$ cat src/verilog/pbd_params.svh
/*
  Offsets, field positions, reset values and timing counts of the
  self-test, delay and tuning register bank.
  Assumes it is included by bare name; definitions only.
*/
`ifndef PBD_PARAMS_SVH
`define PBD_PARAMS_SVH

// register indices; the byte address is four times the index
`define PBD_IDX_PKT_LEN      8'h7B
`define PBD_IDX_GAP_LEN      8'h7C
`define PBD_IDX_CLK_DELAY    8'h86
`define PBD_IDX_RX_EQ        8'h8A
`define PBD_IDX_GAIN_AB      8'hA0
`define PBD_IDX_GAIN_CD      8'hA1
`define PBD_IDX_SWING_AB     8'hA2
`define PBD_IDX_ST_CTRL      8'hF0

// reset values
`define PBD_RST_PKT_LEN      16'h05DC
`define PBD_RST_GAP_LEN      8'h7D
`define PBD_RST_DELAY        4'h7
`define PBD_RST_RX_EQ        16'h0000
`define PBD_RST_SWING_A      5'h10
`define PBD_RST_SWING_B      5'h08

// field positions
`define PBD_DLY_TX_LSB       4
`define PBD_DLY_RX_LSB       0
`define PBD_GAIN_LO_LSB      0
`define PBD_GAIN_HI_LSB      8
`define PBD_SWING_LO_LSB     0
`define PBD_FORCE_LO_BIT     5
`define PBD_SWING_HI_LSB     8
`define PBD_FORCE_HI_BIT     13
`define PBD_CTRL_EN_BIT      0
`define PBD_CTRL_BUSY_BIT    1

// self-test frame shape, in nibbles
`define PBD_PREAMBLE_LAST    4'hC
`define PBD_PREAMBLE_NIB     4'h5
`define PBD_SFD_LO_NIB       4'h5
`define PBD_SFD_HI_NIB       4'hD
`define PBD_GAP_SHIFT        3
`define PBD_LFSR_SEED        8'hA5

// cycles after reset release before straps and trim are captured
`define PBD_BOOT_WAIT        2'h3

// bus answers
`define PBD_RESP_OKAY        2'h0
`define PBD_RESP_SLVERR      2'h2

`endif

$ cat src/verilog/pbd_pkg.sv
/*
  Types of the self-test, delay and tuning register bank.
  Assumes pbd_params.svh is available for the constants.
*/
package pbd_pkg;

  typedef enum logic [4:0] {
    PBD_IDLE = 5'b0_0001,
    PBD_PRE  = 5'b0_0010,
    PBD_SFD  = 5'b0_0100,
    PBD_DATA = 5'b0_1000,
    PBD_GAP  = 5'b1_0000
  } pbd_gen_state_t;

  typedef struct packed {
    logic [3:0] tx;
    logic [3:0] rx;
  } pbd_delay_t;

  typedef struct packed {
    logic [3:0] d;
    logic [3:0] c;
    logic [3:0] b;
    logic [3:0] a;
  } pbd_gain_t;

  typedef struct packed {
    logic [4:0] b;
    logic [4:0] a;
  } pbd_swing_t;

  typedef struct packed {
    logic           aw_have;
    logic [7:0]     aw_idx;
    logic           aw_ok;
    logic           w_have;
    logic [15:0]    w_data;
    logic [1:0]     w_strb;
    logic           bvalid;
    logic [1:0]     bresp;
    logic           rvalid;
    logic [15:0]    rdata;
    logic [1:0]     rresp;
    logic [15:0]    pkt_len;
    logic [7:0]     gap_field;
    pbd_delay_t     dly;
    logic [15:0]    eq_word;
    pbd_gain_t      gain;
    pbd_swing_t     sw_val;
    logic           frc_a;
    logic           frc_b;
    pbd_swing_t     drv;
    logic           gen_en;
    logic [1:0]     boot_cnt;
    logic           boot_done;
    logic [5:0]     strap_s1;
    logic [5:0]     strap_s2;
    pbd_gain_t      trim_s1;
    pbd_gain_t      trim_s2;
    pbd_gen_state_t gst;
    logic [3:0]     pre_cnt;
    logic [16:0]    nib_cnt;
    logic [10:0]    gap_cnt;
    logic [7:0]     lfsr;
    logic [1:0][3:0] buf_mem;
    logic [1:0]     buf_cnt;
    logic           buf_rd;
  } pbd_state_t;

endpackage

$ cat src/verilog/pbd_regs.sv
/*
  Self-test packet generator, interface clock delay and line driver
  tuning register bank, reached over AXI4-Lite.
  Assumes one clock (aclk), synchronous active-low reset, strap and
  trim pins that are static but asynchronous, and a nibble sink that
  may stall through its ready.
*/
// Our own choice: the AXI4-Lite slave port.
// Function
// - packets carry exactly the programmed byte count
// - preamble thirteen 0x5 nibbles then 0xD5
// - idle gap between packets, reset 0x7D
// - each gap step adds four bytes
// - transmit delay code in bits 7:4
// - receive delay code in bits 3:0
// - large variant delays reset to 0111
// - small variant delays load from straps
// - clock delay bits 15:8 read zero
// - gain code steps two percent, 1000 neutral
// - gain codes at bits 3:0 and 11:8
// - gain codes reset from trim, reserved zero
// - swing A used only while force A
// - swing B used only while force B
`timescale 1ns/100ps
`include "pbd_params.svh"

module pbd_regs
  import pbd_pkg::*;
#(
  parameter bit SMALL_PACKAGE = 1'b0
)
(
  // clock and reset
  input  wire logic        aclk,
  input  wire logic        aresetn,
  // axi4-lite slave
  input  wire logic [11:0] s_axi_awaddr,
  input  wire logic        s_axi_awvalid,
  output logic             s_axi_awready,
  input  wire logic [31:0] s_axi_wdata,
  input  wire logic [3:0]  s_axi_wstrb,
  input  wire logic        s_axi_wvalid,
  output logic             s_axi_wready,
  output logic [1:0]       s_axi_bresp,
  output logic             s_axi_bvalid,
  input  wire logic        s_axi_bready,
  input  wire logic [11:0] s_axi_araddr,
  input  wire logic        s_axi_arvalid,
  output logic             s_axi_arready,
  output logic [31:0]      s_axi_rdata,
  output logic [1:0]       s_axi_rresp,
  output logic             s_axi_rvalid,
  input  wire logic        s_axi_rready,
  // strap and trim pins
  input  wire logic [2:0]  tx_skew_strap,
  input  wire logic [2:0]  rx_skew_strap,
  input  wire pbd_gain_t   gain_trim,
  // internally determined swing
  input  wire pbd_swing_t  internal_swing,
  // analog controls
  output pbd_delay_t       clock_delay,
  output pbd_gain_t        fine_gain,
  output logic [15:0]      rx_equalizer_word,
  output pbd_swing_t       swing_drive,
  // self-test nibble stream
  output logic [3:0]       selftest_nibble,
  output logic             selftest_valid,
  input  wire logic        selftest_ready
);

  pbd_state_t cur;
  pbd_state_t next_st;

  function automatic logic reg_hit(input logic [7:0] idx);
    case (idx)
      `PBD_IDX_PKT_LEN, `PBD_IDX_GAP_LEN, `PBD_IDX_CLK_DELAY, `PBD_IDX_RX_EQ,
      `PBD_IDX_GAIN_AB, `PBD_IDX_GAIN_CD, `PBD_IDX_SWING_AB, `PBD_IDX_ST_CTRL:
        reg_hit = 1'b1;
      default:
        reg_hit = 1'b0;
    endcase
  endfunction

  function automatic logic addr_ok(input logic [11:0] addr);
    addr_ok = (addr[11:10] == 2'h0) && (addr[1:0] == 2'h0) && reg_hit(addr[9:2]);
  endfunction

  // byte-lane merge of a 16-bit register
  function automatic logic [15:0] wmerge(input logic [15:0] old,
                                         input logic [15:0] data,
                                         input logic [1:0]  strb);
    wmerge[7:0]  = strb[0] ? data[7:0]  : old[7:0];
    wmerge[15:8] = strb[1] ? data[15:8] : old[15:8];
  endfunction

  logic        room;
  logic        push;
  logic [3:0]  push_nib;
  logic        pop;
  logic        wr_fire;
  logic [15:0] mw;

  assign s_axi_awready = !cur.aw_have && !cur.bvalid;
  assign s_axi_wready  = !cur.w_have && !cur.bvalid;
  assign s_axi_arready = !cur.rvalid;
  assign s_axi_bvalid  = cur.bvalid;
  assign s_axi_bresp   = cur.bresp;
  assign s_axi_rvalid  = cur.rvalid;
  assign s_axi_rresp   = cur.rresp;
  assign s_axi_rdata   = {16'h0000, cur.rdata};

  assign clock_delay       = cur.dly;
  assign fine_gain         = cur.gain;
  assign rx_equalizer_word = cur.eq_word;
  assign swing_drive       = cur.drv;

  assign selftest_valid  = (cur.buf_cnt != 2'h0);
  assign selftest_nibble = cur.buf_mem[cur.buf_rd];
  assign pop             = selftest_valid && selftest_ready;
  // a full buffer stalls the generator, so a stalled sink loses nothing
  assign room            = (cur.buf_cnt != 2'h2);

  always_comb
  begin
    next_st  = cur;
    push     = 1'b0;
    push_nib = 4'h0;
    wr_fire  = 1'b0;
    mw       = 16'h0000;

    // pin synchronisers
    next_st.strap_s1 = {tx_skew_strap, rx_skew_strap};
    next_st.strap_s2 = cur.strap_s1;
    next_st.trim_s1  = gain_trim;
    next_st.trim_s2  = cur.trim_s1;

    // one-time capture of straps and trim once the synchronisers are full
    if (!cur.boot_done)
    begin
      if (cur.boot_cnt == `PBD_BOOT_WAIT)
      begin
        next_st.boot_done = 1'b1;
        next_st.gain = cur.trim_s2;
        if (SMALL_PACKAGE)
        begin
          next_st.dly.tx = {1'b0, cur.strap_s2[5:3]};
          next_st.dly.rx = {1'b0, cur.strap_s2[2:0]};
        end
      end
      else
        next_st.boot_cnt = cur.boot_cnt + 2'h1;
    end

    // write address and data are taken in either order
    if (s_axi_awvalid && s_axi_awready)
    begin
      next_st.aw_have = 1'b1;
      next_st.aw_idx  = s_axi_awaddr[9:2];
      next_st.aw_ok   = addr_ok(s_axi_awaddr);
    end
    if (s_axi_wvalid && s_axi_wready)
    begin
      next_st.w_have = 1'b1;
      next_st.w_data = s_axi_wdata[15:0];
      next_st.w_strb = s_axi_wstrb[1:0];
    end
    if (cur.bvalid && s_axi_bready)
      next_st.bvalid = 1'b0;

    if (cur.aw_have && cur.w_have && !cur.bvalid)
    begin
      wr_fire         = cur.aw_ok;
      next_st.aw_have = 1'b0;
      next_st.w_have  = 1'b0;
      next_st.bvalid  = 1'b1;
      next_st.bresp   = cur.aw_ok ? `PBD_RESP_OKAY : `PBD_RESP_SLVERR;
    end

    if (wr_fire)
    begin
      case (cur.aw_idx)
        `PBD_IDX_PKT_LEN: next_st.pkt_len = wmerge(cur.pkt_len, cur.w_data, cur.w_strb);
        `PBD_IDX_GAP_LEN:
        begin
          mw                = wmerge({8'h00, cur.gap_field}, cur.w_data, cur.w_strb);
          next_st.gap_field = mw[7:0];
        end
        `PBD_IDX_CLK_DELAY:
        begin
          mw             = wmerge({8'h00, cur.dly}, cur.w_data, cur.w_strb);
          next_st.dly.tx = mw[`PBD_DLY_TX_LSB +: 4];
          next_st.dly.rx = mw[`PBD_DLY_RX_LSB +: 4];
        end
        `PBD_IDX_RX_EQ:   next_st.eq_word = wmerge(cur.eq_word, cur.w_data, cur.w_strb);
        `PBD_IDX_GAIN_AB:
        begin
          mw             = wmerge({4'h0, cur.gain.b, 4'h0, cur.gain.a}, cur.w_data, cur.w_strb);
          next_st.gain.a = mw[`PBD_GAIN_LO_LSB +: 4];
          next_st.gain.b = mw[`PBD_GAIN_HI_LSB +: 4];
        end
        `PBD_IDX_GAIN_CD:
        begin
          mw             = wmerge({4'h0, cur.gain.d, 4'h0, cur.gain.c}, cur.w_data, cur.w_strb);
          next_st.gain.c = mw[`PBD_GAIN_LO_LSB +: 4];
          next_st.gain.d = mw[`PBD_GAIN_HI_LSB +: 4];
        end
        `PBD_IDX_SWING_AB:
        begin
          mw               = wmerge({2'h0, cur.frc_b, cur.sw_val.b, 2'h0, cur.frc_a, cur.sw_val.a},
                                    cur.w_data, cur.w_strb);
          next_st.sw_val.a = mw[`PBD_SWING_LO_LSB +: 5];
          next_st.frc_a    = mw[`PBD_FORCE_LO_BIT];
          next_st.sw_val.b = mw[`PBD_SWING_HI_LSB +: 5];
          next_st.frc_b    = mw[`PBD_FORCE_HI_BIT];
        end
        `PBD_IDX_ST_CTRL:
        begin
          mw             = wmerge(16'h0000, cur.w_data, cur.w_strb);
          next_st.gen_en = mw[`PBD_CTRL_EN_BIT];
        end
        default: next_st.gen_en = cur.gen_en;
      endcase
    end

    // read channel, answered one cycle after the address is taken
    if (cur.rvalid && s_axi_rready)
      next_st.rvalid = 1'b0;
    if (s_axi_arvalid && s_axi_arready)
    begin
      next_st.rvalid = 1'b1;
      next_st.rresp  = addr_ok(s_axi_araddr) ? `PBD_RESP_OKAY : `PBD_RESP_SLVERR;
      case (addr_ok(s_axi_araddr) ? s_axi_araddr[9:2] : 8'h00)
        `PBD_IDX_PKT_LEN:   next_st.rdata = cur.pkt_len;
        `PBD_IDX_GAP_LEN:   next_st.rdata = {8'h00, cur.gap_field};
        `PBD_IDX_CLK_DELAY: next_st.rdata = {8'h00, cur.dly.tx, cur.dly.rx};
        `PBD_IDX_RX_EQ:     next_st.rdata = cur.eq_word;
        `PBD_IDX_GAIN_AB:   next_st.rdata = {4'h0, cur.gain.b, 4'h0, cur.gain.a};
        `PBD_IDX_GAIN_CD:   next_st.rdata = {4'h0, cur.gain.d, 4'h0, cur.gain.c};
        `PBD_IDX_SWING_AB:  next_st.rdata = {2'h0, cur.frc_b, cur.sw_val.b, 2'h0, cur.frc_a, cur.sw_val.a};
        `PBD_IDX_ST_CTRL:   next_st.rdata = {14'h0000, (cur.gst != PBD_IDLE), cur.gen_en};
        default:            next_st.rdata = 16'h0000;
      endcase
    end

    next_st.drv.a = cur.frc_a ? cur.sw_val.a : internal_swing.a;
    next_st.drv.b = cur.frc_b ? cur.sw_val.b : internal_swing.b;
    // internal swing when not forced (both lines above)

    // packet generator; clearing the enable lets the current packet finish
    case (cur.gst)
      PBD_IDLE:
      begin
        if (cur.gen_en)
        begin
          next_st.gst     = PBD_PRE;
          next_st.pre_cnt = 4'h0;
        end
      end
      PBD_PRE:
      begin
        if (room)
        begin
          push            = 1'b1;
          push_nib        = `PBD_PREAMBLE_NIB;
          next_st.pre_cnt = cur.pre_cnt + 4'h1;
          if (cur.pre_cnt == `PBD_PREAMBLE_LAST)
          begin
            next_st.gst     = PBD_SFD;
            next_st.pre_cnt = 4'h0;
          end
        end
      end
      PBD_SFD:
      begin
        if (room)
        begin
          push            = 1'b1;
          push_nib        = (cur.pre_cnt == 4'h0) ? `PBD_SFD_LO_NIB : `PBD_SFD_HI_NIB;
          next_st.pre_cnt = cur.pre_cnt + 4'h1;
          next_st.nib_cnt = 17'h0_0000;
          next_st.gap_cnt = 11'h001;
          if (cur.pre_cnt != 4'h0)
            next_st.gst = (cur.pkt_len == 16'h0000) ? PBD_GAP : PBD_DATA;
        end
      end
      PBD_DATA:
      begin
        if (room)
        begin
          push            = 1'b1;
          push_nib        = cur.nib_cnt[0] ? cur.lfsr[7:4] : cur.lfsr[3:0];
          next_st.nib_cnt = cur.nib_cnt + 17'h0_0001;
          if (cur.nib_cnt[0])
            next_st.lfsr = {cur.lfsr[6:0], cur.lfsr[7] ^ cur.lfsr[5] ^ cur.lfsr[4] ^ cur.lfsr[3]};
          // two nibbles per configured byte, so the last count is 2*len-1
          if (cur.nib_cnt == {cur.pkt_len - 16'h0001, 1'b1})
            next_st.gst = PBD_GAP;
        end
      end
      PBD_GAP:
      begin
        // eight idle nibble slots, four bytes, per step; a zero field still idles one slot
        if (cur.gap_cnt >= {cur.gap_field, 3'b000})
        begin
          // straight into the next preamble, so no extra idle slot creeps in
          next_st.gst     = cur.gen_en ? PBD_PRE : PBD_IDLE;
          next_st.pre_cnt = 4'h0;
        end
        else
          next_st.gap_cnt = cur.gap_cnt + 11'h001;
      end
      default:
        next_st.gst = PBD_IDLE;
    endcase

    // two-entry buffer in front of the sink
    if (push)
      next_st.buf_mem[cur.buf_rd ^ cur.buf_cnt[0]] = push_nib;
    if (pop)
      next_st.buf_rd = ~cur.buf_rd;
    case ({push, pop})
      2'b10:   next_st.buf_cnt = cur.buf_cnt + 2'h1;
      2'b01:   next_st.buf_cnt = cur.buf_cnt - 2'h1;
      default: next_st.buf_cnt = cur.buf_cnt;
    endcase
  end

  always_ff @(posedge aclk)
  begin
    if (!aresetn)
    begin
      cur           <= '0;
      cur.pkt_len   <= `PBD_RST_PKT_LEN;
      cur.gap_field <= `PBD_RST_GAP_LEN;
      // 2.00 ns default, replaced by straps in the small variant
      cur.dly.tx    <= `PBD_RST_DELAY;
      cur.dly.rx    <= `PBD_RST_DELAY;
      cur.eq_word   <= `PBD_RST_RX_EQ;
      cur.sw_val.a  <= `PBD_RST_SWING_A;
      cur.sw_val.b  <= `PBD_RST_SWING_B;
      cur.gst       <= PBD_IDLE;
      cur.lfsr      <= `PBD_LFSR_SEED;
    end
    else
    begin
      cur <= next_st;
    end
  end

endmodule

$ cat config.mk
export PLATFORM = sky130hd
export DESIGN_NAME = pbd_regs
export DESIGN_NICKNAME = d
export VERILOG_FILES = /design/src/verilog/pbd_pkg.sv /design/src/verilog/pbd_regs.sv
export VERILOG_INCLUDE_DIRS = /design/src /design/src/verilog
export SDC_FILE = /design/constraint.sdc
export NUM_CORES = 1
export LEC_CHECK = 0
export BUFFER_PORTS_ARGS = -buffer_cell sky130_fd_sc_hd__buf_2
export CAP_MARGIN = 25
export CELL_PAD_IN_SITES_DETAIL_PLACEMENT = 1
export CELL_PAD_IN_SITES_GLOBAL_PLACEMENT = 2
export CORE_MARGIN = 2
export CORE_UTILIZATION = 34
export CTS_CLUSTER_DIAMETER = 50
export CTS_CLUSTER_SIZE = 28
export DETAILED_ROUTE_END_ITERATION = 10
export HOLD_SLACK_MARGIN = 0.02
export PLACE_DENSITY_LB_ADDON = 0.1
export SYNTH_ARGS = -nofsm -noshare
export SYNTH_HDL_FRONTEND = slang
export SYNTH_SLANG_ARGS = --single-unit
$ cat constraint.sdc
create_clock -name aclk -period 3.07 [get_ports aclk]
set_input_delay 0.1535 -clock aclk [delete_from_list [all_inputs] [get_ports aclk]]
set_output_delay 0.1535 -clock aclk [all_outputs]
set_load 0.1 [all_outputs]
Word level (Yosys, flattened, before mapping)
Cells that the tools add are included.

word-level totals
  flip-flop bits (word level) = 229
  bits of input ports = 100
  output and inout bits = 96

cells by class
  add/sub/neg operators = 7
  order comparisons = 4
  eq/ne operators = 57
  mux-type cells = 58
  bitwise gates (word level) = 8
  reductions and logical operators = 52

operators with widths
  operator               number
  $eq 8x8->1 const B     24
  $pmux 16 s8            1
  $eq 8x7->1 const B     8
  $mux 37                1
  $mux 4                 9
  $mux 9                 4
  $pmux 17 s2            1
  $reduce_and 3->1       11
  $mux 16                2
  $mux 5                 6
  $mux 28                1
  $pmux 5 s5             1
  $mux 8                 3
  $pmux 11 s2            1
  $ne 2x2->1 const B     10
  $mux 19                1
  $add 17x1->17 const B  1
  $eq 17x17->1           1
  $mux 17                1
  $logic_not 16->1       1
  $pmux 4 s4             1
  $reduce_or 8->1        2
  $sub 16x1->16 const B  1
  $logic_and 1x1->1      15
  39 further kinds       79

Logic depth before layout (Yosys ltp)
  depth in word-level cells = 9
  mapped depth = 11

Worst setup path after synthesis
OpenSTA, ideal clock, no wires.

  path kind = register to register
  from = reg cur, in the netlist s_axi_bvalid
  to = reg cur[213] (netlist name)
  library setup time = 0.076 ns
  arrival = 3.130 ns
  data required time = 2.994 ns
  setup slack = -0.135 ns
  stages on the path, launching flop included = 7
  clock period less this slack = 3.205 ns
  cell sequence = dfxtp_1 > nor2_1 > and2_1 > clkbuf_1 > clkbuf_1 > nand2_1 > a21boi_0

on the way
  cells in the longest elaborated chain, start to end = 3

RTL lines
  element                   RTL line         RTL
  start: declaration        pbd_regs.sv:71   pbd_state_t cur;
  start signal: assignment  pbd_regs.sv:346  cur <= next_st;
  $logic_not 1->1           pbd_regs.sv:104  assign s_axi_wready = !cur.w_have && !cur.bvalid;
  $logic_and 1x1->1         pbd_regs.sv:104
  net s_axi_wready          pbd_regs.sv:43   output logic s_axi_wready,
  $logic_and 1x1->1         pbd_regs.sv:161  if (s_axi_wvalid && s_axi_wready)

The timed path passes the listed nets, and every way through them passes these cells.
A chain may end at the register's enable or synchronous reset.

Final worst setup path
  from = reg cur[167] (netlist name)
  to = reg cur[22] (netlist name)

on the way
  cells in the longest elaborated chain, start to end = 3

RTL lines
  element                            RTL line         RTL
  $ge 11x11->1                       pbd_regs.sv:303  if (cur.gap_cnt >= {cur.gap_field, 3'b000})
  $ne 2x2->1 (no source line)        --
  $reduce_and 3->1 (no source line)  --

Every way passes these cells.

==> impl_metrics.json <==
{
  "grt_pass1_vias": 9242,
  "ys_seq_elements": 227,
  "synth_ff_type": "dfxtp_1",
  "critPathKind": "reg2reg",
  "synth_async_sr_flop_share_pct": 0,
  "outcome": "complete, no violations",
  "clockBufferDepth": 3,
  "synth_common_cells": "dfxtp_1 (227), nand2_1 (130), nor2b_1 (89)",
  "fin_skew_ns": 0.0168,
  "synth_cell_types": 76,
  "yosysTopAreaCellShare_pct": 40.4,
  "required_ns": 3.47,
  "grt_pass1_wl_mm": 52.5,
  "syn_inst": 1255,
  "die_w_um": 186,
  "io_buffers": 153,
  "clkLatencyLatePin_ns": 0.52,
  "ios": 196,
  "setup_viol": 0,
  "synth.area.top_cells": "dfxtp_1 (40%), mux2i_1 (7.6%), buf_4 (5.8%), nor2b_1 (4.9%), nand2_1 (4.3%)",
  "path_cells": "inv_1, ha_1, nor2b_1, o2111ai_1, o2111a_1, o211ai_2, buf_4, a2111oi_0, xnor2_1, nor2_1",
  "dr_wl_met3_mm": 1.50,
  "cts_tree": "done",
  "core_area_um2": 32500,
  "hold_ws_ns": 0.100,
  "crit_family": "compound AO/OA/AOI/OAI gates",
  "drive_gt1_share_pct": 19.1,
  "avgSynthCellArea_um2": 8.97,
  "area_delta_synth_final_pct": 22.1,
  "r2r-start": "cur[167]",
  "synth_top_area_cell": "dfxtp_1",
  "grt_max_degree": 66,
  "post-route-period-util_pct": 80.6,
  "cts_buffers": 36,
  "avgRoutedWirePerCell_um": 18.0,
  "drc": 0,
  "yosysWarnings": 0,
  "dieHeight_um": 186,
  "drt_iter0_drc": 412,
  "cp_slowest_cell": "a2111oi_0",
  "startpoint": "cur[167]",
  "htreeDepth": 2,
  "power_density_nw_per_um2": 648,
  "seq_area_frac_synth_pct": 40.4,
  "wl_met1_mm": 16.0,
  "seq_area_um2": 4540,
  "min_period_ns": 2.47,
  "via_per_inst": 4.97,
  "tightestPinTransition_ns": 0.878,
  "fin_setup_tns_ns": 0,
  "slew_violations": 0,
  "grt-ovfl-total": 0,
  "wirelength_mm": 33.4,
  "syn_area_um2": 11300,
  "slew_headroom_pct": 41.3,
  "num_antenna_cells": 0,
  "cap_viol_max_count": 0,
  "hp-class": "in2reg",
  "fillers": 3804,
  "crit_arrival_ns": 2.88,
  "cp-start-kind": "flop",
  "grt_util_all_layers_pct": 19.5,
  "synth_edf_count": 0,
  "critPathMaxStageDelay_ns": 0.50,
  "worst_ir_drop_vdd_mv": 0.331,
  "std_cell_rows": 66,
  "antenna_found_initial": 1,
  "critPathCaptureType": "flop",
  "hold_violations": 0,
  "rsz0062_at_grt": "false",
  "postCtsResizedCells": 0,
  "routabilityCongestion": 0.768,
  "clock_sinks": 227,
  "max_freq_ghz": 0.404,
  "dieArea_um2": 34600,
  "min_from": "selftest_ready",
  "initial_utilization_pct": 34.6,
  "dp.final_hpwl_mm": 24.1,
  "yosysMostFrequentCell": "dfxtp_1",
  "multi_input_area_um2": 5750,
  "routed.top_layer": "met4",
  "cp_max_fo": 14,
  "ant_nets": 0,
  "p_leak_nw": 5.47,
  "cts_root_buffer": "clkbuf_16",
  "vias": 9210,
  "nets": 1503,
  "firstDrtPassIters": 7,
  "clk_pin_slew_ns": 0.05,
  "wl_met2_mm": 15.2,
  "worst-path-buf-inv": 2
}
cells by family after synthesis:
logic type | share of synthesized area (%)
simple gates | 23.5
flops | 40.4
compound gates | 13.0
buf+inv | 9.06
mux | 8.46
xor+xnor | 3.58
fa+ha+maj | 1.89
other cells | 0.0333
path summary, 6_finish.rpt:
kind | slack, ns | end | cells after the start
worst min-delay path | 0.10 | cur[0] | 4
worst min register to register | 0.43 | cur[61] | 1
worst max register to register | 0.60 | cur[22] | 10
worst max-delay path | 0.60 | cur[22] | 10
stage by stage:
stage                     setup slack [ns]  total power, mW  instances  area (um2)  utilization [%]
after floorplan                     0.0928             4.37       1272       11300                -
after global placement               0.650             4.58       1733       11900             36.5
after detailed placement             0.597             4.60       1733       11900             36.5
after CTS                            0.570             9.02       1854       13700             42.2
after global routing                 0.392             9.29       1854       13700             42.2
final                                0.597             8.90       1854       13700             42.2
placed cells by master, fill, tap and decap left out, types with 19 or more instances in the layout:
master / count
and2_1: 42
buf_2: 152
dlygate4sd3_1: 57
mux2i_1: 85
xnor2_1: 27
nor2_1: 73
nand2_1: 130
clkbuf_16: 37
o21ai_0: 41
xor2_1: 19
nor2b_1: 89
a21boi_0: 42
inv_1: 25
nor3_1: 25
nand3_1: 29
dfxtp_1: 227
worst register-to-register path: cells and delay by family (launching register included):
family	cells	cell delay, ns
compound gates	4	1.02
flops	1	0.37
buf+inv	2	0.33
simple gates	2	0.19
fa+ha+maj	1	0.29
xor+xnor	1	0.18
per-layer routing:
| metal | track usage (%) | vias up |
|---|---|---|
| met5 | 0 | - |
| li1 | - | 4532 |
| met1 | 27.2 | 4437 |
| met4 | 5.29 | 0 |
| met3 | 3.07 | 39 |
| met2 | 31.2 | 202 |
cell type report:
type | instances | area share [%]
multi-input combinational | 866 | 41.9
sequential | 227 | 33.1
timing repair buffer | 229 | 11.0
clock buffer | 41 | 7.07
tap | 442 | 4.03
clock inverter | 23 | 2.26
inverter | 26 | 0.710
state kept, by name, summed over array words and instances, names as in the netlist:
| signal | count |
|---|---|
| s_axi_bvalid | 1 |
| swing_drive | 10 |
| fine_gain | 16 |
| clock_delay | 8 |
| rx_equalizer_word | 16 |
| s_axi_rdata | 16 |
| s_axi_rresp | 1 |
| s_axi_rvalid | 1 |
| cur | 157 |
| s_axi_bresp | 1 |
report_power, final:
group	leakage [nW]	internal, mW	total, mW	switching, mW
clock	0.619	2.74	4.32	1.58
sequential	1.85	3.08	3.23	0.144
combinational	3.01	0.359	1.35	0.991
total	5.47	6.19	8.90	2.71
repair_timing:
action                    in CTS  in global routing
buffers inserted               0                  0
hold endpoints to repair      55                  0
hold buffers                  57                  0
No activity file was read; power rests on OpenSTA's default activity.
